`src/wdt_map.svh`:
```
// register map, field positions, reset values and timing counts of the watchdog
// Functional notes
// - period code 000 gives 16K machine cycles, code 111 gives 2048K
// - each step of the period code doubles the watchdog period
// - one machine cycle equals twelve oscillator (clock) periods
// - watchdog disabled after power-on reset and held during power-down
// - unserviced expiry produces an internal reset pulse for the processor
// - idle_freeze 0 counts in idle; 1 freezes count while idle lasts
// - reset_out_disable 0 drives reset pin high after a timeout
// - reset_out_disable 1 leaves reset pin as input, resets core only
// - software mode: run_enable alone starts and stops the watchdog
// - hardware mode: writes 1E then E1 to restart register start counting
// - once started in hardware mode it runs until warm or cold reset
// - hardware mode: each complete 1E/E1 sequence restarts the count
// - software mode: counter_clear clears count, self-clears next machine cycle
// - hardware mode: counter_clear has no effect and stays set
// - software mode: clearing run_enable holds count; setting resumes from it
// - hardware mode: run_enable is read-only and shows running status
// - control register resets to all zeros
`ifndef WDT_MAP_SVH
`define WDT_MAP_SVH

`define WDT_IDX_RESTART 8'hA6
`define WDT_IDX_CONTROL 8'hA7

`define WDT_B_RUN 0
`define WDT_B_CLR 1
`define WDT_B_HW 2
`define WDT_B_RTO 3
`define WDT_B_IDLE 4
`define WDT_PS_MSB 7
`define WDT_PS_LSB 5

`define WDT_CTRL_RST 8'h00
`define WDT_SEQ_FIRST 8'h1E
`define WDT_SEQ_SECOND 8'hE1

`define WDT_CNT_W 22
`define WDT_OSC_PER_MC 12
`define WDT_BASE_KMC 16
`define WDT_BASE_MC (`WDT_BASE_KMC * 1024)
`define WDT_PULSE_MC 4'h2

`endif

```
`src/wdt_pkg.sv`:
```
// types shared by the watchdog design files
`include "wdt_map.svh"

package wdt_pkg;

    typedef enum logic [1:0] {
        WDT_STOP = 2'b00,
        WDT_RUN = 2'b01,
        WDT_BITE = 2'b11
    } wdt_state_e;

    typedef struct packed {
        wdt_state_e st;
        logic [7:0] ctrl;
        logic [`WDT_CNT_W-1:0] cnt;
        logic hw_run;
        logic armed;
        logic [3:0] pulse;
        logic core_rst;
        logic pin_drv;
        logic [7:0] rdata;
        logic idle_s1;
        logic idle_s2;
        logic pd_s1;
        logic pd_s2;
        logic pin_s1;
        logic pin_s2;
    } wdt_regs_s;

    typedef struct packed {
        logic [3:0] cnt;
        logic tick;
    } wdt_presc_s;

endpackage

```
`src/wdt_presc.sv`:
```
// machine-cycle tick generator: one pulse every twelve clocks
`timescale 1ns/1ps
`include "wdt_map.svh"

module wdt_presc
    import wdt_pkg::*;
#(
    parameter int unsigned DIV = `WDT_OSC_PER_MC
) (
    input wire logic pclk,
    input wire logic presetn,
    output logic tick
);

    wdt_presc_s s_r;
    wdt_presc_s s_nxt;

    always_comb begin
        s_nxt = s_r;
        s_nxt.tick = 1'b0;
        if (s_r.cnt == 4'(DIV - 1)) begin
            s_nxt.cnt = 4'h0;
            s_nxt.tick = 1'b1;
        end else begin
            s_nxt.cnt = s_r.cnt + 4'h1;
        end
    end

    always_ff @(posedge pclk or negedge presetn) begin
        if (!presetn) begin
            s_r <= '0;
        end else begin
            s_r <= s_nxt;
        end
    end

    assign tick = s_r.tick;
endmodule

```
`src/wdt_top.sv`:
```
// watchdog unit: apb registers, period counter, hardware/software modes, reset output
`timescale 1ns/1ps
`include "wdt_map.svh"

module wdt_top
    import wdt_pkg::*;
#(
    parameter int unsigned BASE_MC = `WDT_BASE_MC
) (
    input wire logic pclk,
    input wire logic presetn,
    input wire logic psel,
    input wire logic penable,
    input wire logic pwrite,
    input wire logic [11:0] paddr,
    input wire logic [31:0] pwdata,
    output logic [31:0] prdata,
    output logic pready,
    output logic pslverr,
    input wire logic idle_mode,
    input wire logic power_down,
    input wire logic rst_pin_in,
    output logic rst_pin_out,
    output logic rst_pin_oe,
    output logic core_reset,
    output logic wd_running
);

    wdt_regs_s s_r;
    wdt_regs_s s_nxt;
    logic mc_tick;

    wdt_presc #(
        .DIV(`WDT_OSC_PER_MC)
    ) wdt_presc_i (
        .pclk(pclk),
        .presetn(presetn),
        .tick(mc_tick)
    );

    // address decode: register index sits in paddr[9:2], byte address is four times it
    logic hit_rst;
    logic hit_ctl;
    logic hit;
    logic setup;
    logic wr_acc;

    assign hit_rst = paddr[11:10] == 2'b00 && paddr[9:2] == `WDT_IDX_RESTART
        && paddr[1:0] == 2'b00;
    assign hit_ctl = paddr[11:10] == 2'b00 && paddr[9:2] == `WDT_IDX_CONTROL
        && paddr[1:0] == 2'b00;
    assign hit = hit_rst | hit_ctl;
    assign setup = psel & ~penable;
    assign wr_acc = psel & penable & pwrite & hit;

    // zero wait state slave
    assign pready = 1'b1;
    assign pslverr = psel & penable & ~hit;

    logic hw_mode;
    logic sw_clr;
    logic frozen;
    logic run_cond;
    logic count_en;
    logic seq_done;
    logic [2:0] ps_code;
    logic [`WDT_CNT_W-1:0] period_w;
    logic [`WDT_CNT_W-1:0] cnt_inc;
    logic [7:0] ctl_view;

    assign hw_mode = s_r.ctrl[`WDT_B_HW];
    assign ps_code = s_r.ctrl[`WDT_PS_MSB:`WDT_PS_LSB];
    assign period_w = `WDT_CNT_W'(BASE_MC) << ps_code;
    assign cnt_inc = s_r.cnt + `WDT_CNT_W'(1);
    assign sw_clr = ~hw_mode & s_r.ctrl[`WDT_B_CLR];
    assign frozen = s_r.idle_s2 & s_r.ctrl[`WDT_B_IDLE];
    // power-down overrides every mode
    assign run_cond = ~s_r.pd_s2 & (hw_mode ? s_r.hw_run : s_r.ctrl[`WDT_B_RUN]);
    assign count_en = run_cond & mc_tick & ~frozen & ~sw_clr;
    assign seq_done = wr_acc & hit_rst & s_r.armed
        & pwdata[7:0] == `WDT_SEQ_SECOND;

    // run_enable reads back live status in hardware mode
    always_comb begin
        ctl_view = s_r.ctrl;
        if (hw_mode) begin
            ctl_view[`WDT_B_RUN] = s_r.st == WDT_RUN;
        end
    end

    always_comb begin
        s_nxt = s_r;
        s_nxt.idle_s1 = idle_mode;
        s_nxt.idle_s2 = s_r.idle_s1;
        s_nxt.pd_s1 = power_down;
        s_nxt.pd_s2 = s_r.pd_s1;
        s_nxt.pin_s1 = rst_pin_in;
        s_nxt.pin_s2 = s_r.pin_s1;

        if (setup && !pwrite) begin
            s_nxt.rdata = hit_ctl ? ctl_view : 8'h00;
        end

        if (wr_acc && hit_ctl) begin
            s_nxt.ctrl = pwdata[7:0];
            if (hw_mode) begin
                s_nxt.ctrl[`WDT_B_RUN] = s_r.ctrl[`WDT_B_RUN];
            end
            if (s_r.hw_run) begin
                s_nxt.ctrl[`WDT_B_HW] = 1'b1;
            end
        end

        if (wr_acc && hit_rst) begin
            s_nxt.armed = pwdata[7:0] == `WDT_SEQ_FIRST;
        end

        // the self-clear waits for a machine-cycle boundary, as the cpu sees it
        // a fresh write of counter_clear in the tick cycle wins over the self-clear
        if (sw_clr && mc_tick && !(wr_acc && hit_ctl)) begin
            s_nxt.ctrl[`WDT_B_CLR] = 1'b0;
        end

        if (sw_clr) begin
            s_nxt.cnt = '0;
        end

        if (seq_done && hw_mode) begin
            s_nxt.hw_run = 1'b1;
            s_nxt.cnt = '0;
        end

        unique case (s_r.st)
            WDT_STOP: begin
                if (run_cond) begin
                    s_nxt.st = WDT_RUN;
                end
            end
            WDT_RUN: begin
                if (!run_cond) begin
                    s_nxt.st = WDT_STOP;
                end else if (count_en && !(seq_done && hw_mode)) begin
                    if (cnt_inc == period_w) begin
                        s_nxt.st = WDT_BITE;
                        s_nxt.cnt = '0;
                        s_nxt.pulse = 4'h0;
                        s_nxt.core_rst = 1'b1;
                        s_nxt.pin_drv = ~s_r.ctrl[`WDT_B_RTO];
                    end else begin
                        s_nxt.cnt = cnt_inc;
                    end
                end
            end
            WDT_BITE: begin
                // the bite is a warm reset of the watchdog itself as well
                s_nxt.ctrl = `WDT_CTRL_RST;
                s_nxt.hw_run = 1'b0;
                s_nxt.armed = 1'b0;
                s_nxt.cnt = '0;
                if (mc_tick) begin
                    s_nxt.pulse = s_r.pulse + 4'h1;
                    if (s_r.pulse == `WDT_PULSE_MC - 4'h1) begin
                        s_nxt.st = WDT_STOP;
                        s_nxt.core_rst = 1'b0;
                        s_nxt.pin_drv = 1'b0;
                    end
                end
            end
            default: begin
                s_nxt.st = WDT_STOP;
            end
        endcase

        // a warm reset on the pin stops even hardware mode; our own drive is ignored
        if (s_r.pin_s2 && s_r.st != WDT_BITE) begin
            s_nxt.ctrl = `WDT_CTRL_RST;
            s_nxt.hw_run = 1'b0;
            s_nxt.armed = 1'b0;
            s_nxt.cnt = '0;
            s_nxt.st = WDT_STOP;
        end
    end

    always_ff @(posedge pclk or negedge presetn) begin
        if (!presetn) begin
            s_r <= '0;
            s_r.st <= WDT_STOP;
            s_r.ctrl <= `WDT_CTRL_RST;
        end else begin
            s_r <= s_nxt;
        end
    end

    assign prdata = {24'h000000, s_r.rdata};
    assign rst_pin_out = s_r.pin_drv;
    assign rst_pin_oe = s_r.pin_drv;
    assign core_reset = s_r.core_rst;
    assign wd_running = s_r.st == WDT_RUN;
endmodule

```
`config.mk`:
```
export PLATFORM = sky130hd
export DESIGN_NAME = wdt_top
export DESIGN_NICKNAME = d
export VERILOG_FILES = /design/src/wdt_pkg.sv /design/src/wdt_presc.sv /design/src/wdt_top.sv
export VERILOG_INCLUDE_DIRS = /design/src /design/src/src
export SDC_FILE = /design/constraint.sdc
export NUM_CORES = 1
export LEC_CHECK = 0
export BUFFER_PORTS_ARGS = -buffer_cell sky130_fd_sc_hd__buf_2
export CELL_PAD_IN_SITES_DETAIL_PLACEMENT = 0
export CELL_PAD_IN_SITES_GLOBAL_PLACEMENT = 2
export CORE_ASPECT_RATIO = 0.6
export CORE_MARGIN = 5
export CORE_UTILIZATION = 32
export CTS_CLUSTER_DIAMETER = 60
export DETAILED_ROUTE_END_ITERATION = 16
export GPL_TIMING_DRIVEN = 0
export MAX_ROUTING_LAYER = met4
export PLACE_DENSITY_LB_ADDON = 0.1
export SETUP_SLACK_MARGIN = 0.15
export SKIP_CTS_REPAIR_TIMING = 1
export SYNTH_ARGS = -nofsm -noshare
export SYNTH_HDL_FRONTEND = slang
export SYNTH_HIERARCHICAL = 1
export SYNTH_SLANG_ARGS = --single-unit
```
`constraint.sdc`:
```
create_clock -name pclk -period 3.9 [get_ports pclk]
set_input_delay 0.78 -clock pclk [delete_from_list [all_inputs] [get_ports pclk]]
set_output_delay 0.78 -clock pclk [all_outputs]
set_load 0.02 [all_outputs]
```
==> flow_summary.yaml <==
run_status:
  run_status: "finished clean"
worst_setup_path:
  crit_type: "reg -> reg"
  cp.required_ps: 4120
  endpoint_kind: "register"
  worst_setup_path_start_kind: "register"
  critPathArrivalTime_ps: 3820
  critical_path.max_fanout: 10
place:
  dpl_cell_area_sq_mm: 0.00427
  place_ws_ps: -102
  port-buffer-count: 40
  place.gp.congestion: 0.846
  dpl.hpwl_um: 8100
floorplan:
  fp.dieArea_sq_mm: 0.0142
  ios: 90
  die_h_um: 94.2
  core-area_sq_mm: 0.0114
  die_w_um: 150
  rows: 30
  start_util_pct: 33.1
global_route:
  grt.total_usage_pct: 16.7
  grt_pass1_wl_um: 17500
  grt_remaining_overflow: 0
  grt_max_degree: 60
  first_global_vias: 3156
  antenna_found_initial: 0
sta:
  min_period_ps: 3600
  hold_viol_final: 0
  setup_violations: 0
  max_slew_margin_pct: 41.9
  rsz0062_at_grt: "no"
  drv_slew: 0
  finalWorstSetupSlack_ps: 298
  tns_ps: 0
  fin_hold_ws_ps: 353
  worstMarginPinSlew_ps: 864
  fmaxAchievable_ghz: 0.278
  fin_worst_skew_ps: 7.25
  period_share_pct: 92.4
yosys:
  synth-simple-area-share_pct: 25.4
  synth_compound_area_share_pct: 17.1
  synth_seq_cells: 59
  syn-instance-count: 426
  synth_top_family_by_area: "simple AND/OR/NAND/NOR gates"
  avgSynthCellArea_sq_um: 8.88
  synth_flop_cell: "dfrtp_1"
  synth_top_area_share_pct: 39.0
  ys_types: 67
  synth_async_sr_flop_share_pct: 100
  synthAdderAreaFrac_pct: 1.32
  synth_edf_count: 0
  synth_mux_area_share_pct: 3.90
  yosysSeqAreaShare_pct: 39.0
  ys_top_cells_by_area: "dfrtp_1 39%, buf_4 6.7%, nand2_1 4.1%"
  netlist_area_sq_mm: 0.00378
  yosysWarnings: 6
  synthXorXnorAreaFrac_pct: 2.08
  synth_top_area_cell: "dfrtp_1"
worst_hold_path:
  hold_path.class: "reg -> reg"
cells_and_area:
  fill_cells: 1181
  fin_nets: 559
  layout-drive-gt1-share_pct: 25.4
  antenna_cells: 0
  areaGrowthSynthToFinish_pct: 24.1
  stdcell_area_sq_mm: 0.00470
power_and_ir_drop:
  switchingPower_mw: 0.357
  total_leakage_power_nw: 2.00
  power.density_mw_per_mm2: 327
  power_frac_clock_pct: 54.1
  share_comb_of_total_power_pct: 5.7
  intPower_mw: 1.18
  p_total_mw: 1.53
  vdd_drop_max_uv: 226
  swShare_pct: 23.2
  power_frac_seq_pct: 40.3
run:
  max-cap-violations: 0
detailed_routing:
  routed_wl_um: 11100
  wire_per_inst_um: 16.6
  dr.pass1.iters: 4
  drtAntennaViolNets: 0
  drc: 0
  drtIter0Drc: 178
  viasPerCell: 4.95
  vias: 3308
clock_network:
  clock-root-buffer: "clkbuf_16"
  cts_tree: "yes"
  h-tree-depth: 3
  cts_buffer_depth: 2
  numCtsBuffers: 9
  clock_latency_ps: 330
  path_clk_slew_ps: 60
  cts_num_sinks: 59
path summary, 6_finish.rpt:
kind                       startpoint  cells past startpoint  slack, ps   endpoint
max in group asynchronous     presetn                      1       2790    s_r[22]
min                          s_nxt[2]                      0        350     s_r[2]
min in group asynchronous     presetn                      1        520  prdata[4]
max                           s_r[22]                     13        300    s_r[16]
min reg2reg                  s_nxt[2]                      0        350     s_r[2]
max reg2reg                   s_r[22]                     13        300    s_r[16]
layout by cell type (no fill, tap or decap), drive strengths merged, types with 11 or more instances in the layout:
cell type,Yosys,layout
inv,12,12
nand3,17,17
o21ai,13,13
nand2,41,41
buf,40,82
nand4,13,13
mux2i,11,11
clkbuf,21,32
nor2,37,37
nor3,13,13
a21oi,14,14
a31oi,12,12
conb,2,25
dfrtp,59,59
sequential cells by signal, summed over array words and instances (netlist names):
register and count:
core_reset 1, ctl_view 7, prdata 8, rst_pin_oe 1
s_nxt 3, s_r 34, wdt_presc_i/s_r 4, wdt_presc_i/tick 1
area by class of cell:
type | count | area (sq um) | area share (%)
Inverter | 12 | 45.0 | 0.959
Sequential cell | 59 | 1480 | 31.5
Clock buffer | 11 | 253 | 5.38
Timing Repair Buffer | 42 | 215 | 4.58
Tap cell | 160 | 200 | 4.26
Clock inverter | 5 | 61.3 | 1.31
Buffer | 61 | 374 | 7.97
Multi-Input combinational cell | 318 | 2070 | 44.0
metal layers:
metal	up-vias	part of all wire (%)	track usage, %
li1	1644	-	-
met4	0	1.0	4.57
met5	-	0	-
met1	1604	55	25.8
met3	7	4.4	3.47
met2	53	40	21.2
per-stage QoR:
| step | cells | utilization (%) |
|---|---|---|
| global placement | 649 | 37.3 |
| global route | 668 | 41.0 |
| floorplan | 449 | - |
| finish | 668 | 41.0 |
| detailed placement | 649 | 37.3 |
| CTS | 665 | 40.1 |
cell usage after synthesis, types with 3 or more instances:
library cell / instances
nand3b_1: 6
nand4_1: 11
o21ai_0: 6
mux2i_1: 11
o211ai_1: 8
a21oi_1: 14
a31oi_1: 12
nand3_1: 17
inv_1: 11
xnor2_1: 5
a22oi_1: 4
ha_1: 4
nor4_1: 5
o21ai_1: 6
or2_2: 4
o31ai_1: 5
or3_1: 3
clkbuf_1: 21
nand2b_1: 8
o221ai_1: 3
and2_1: 3
a22o_1: 8
nand2_1: 41
xor2_1: 4
nor3b_1: 5
dfrtp_1: 59
buf_4: 34
or4_1: 4
and3_1: 4
buf_2: 5
nor2_1: 36
nor3_1: 12
nand4b_1: 3
kinds of logic (layout without fill, tap and decap cells):
group                      Yosys count  count (layout)
xor gates and xnor gates             9               9
adders and majority gates            4               4
AOI/OAI and AO/OA                   87              88
DFF                                 59              59
buffers and inverters               73             131
other                                2              25
muxes                               14              14
and+or+nand+nor                    178             178
critical path, stage by stage (launching register included):
cell and delay [ps]:
dfrtp_2 430, ha_4 190, nand4_4 150, or4_4 520, buf_2 190, o21ai_2 190
a21oi_1 120, or4_4 550, a2111oi_4 190, buf_4 200, o2111ai_4 200, buf_4 280
o211ai_1 190, nand2_1 70
power by group through the flow:
stage          Clock, mW  Sequential [mW]  Combinational, mW
2_1_floorplan          0            0.628             0.0527
3_3_place_gp           0            0.628             0.0867
3_5_place_dp           0            0.628             0.0878
4_1_cts            0.849            0.617             0.0878
5_1_grt            0.882            0.617             0.0988
6_report           0.829            0.617             0.0874
Power figures use the tool's default switching activity.
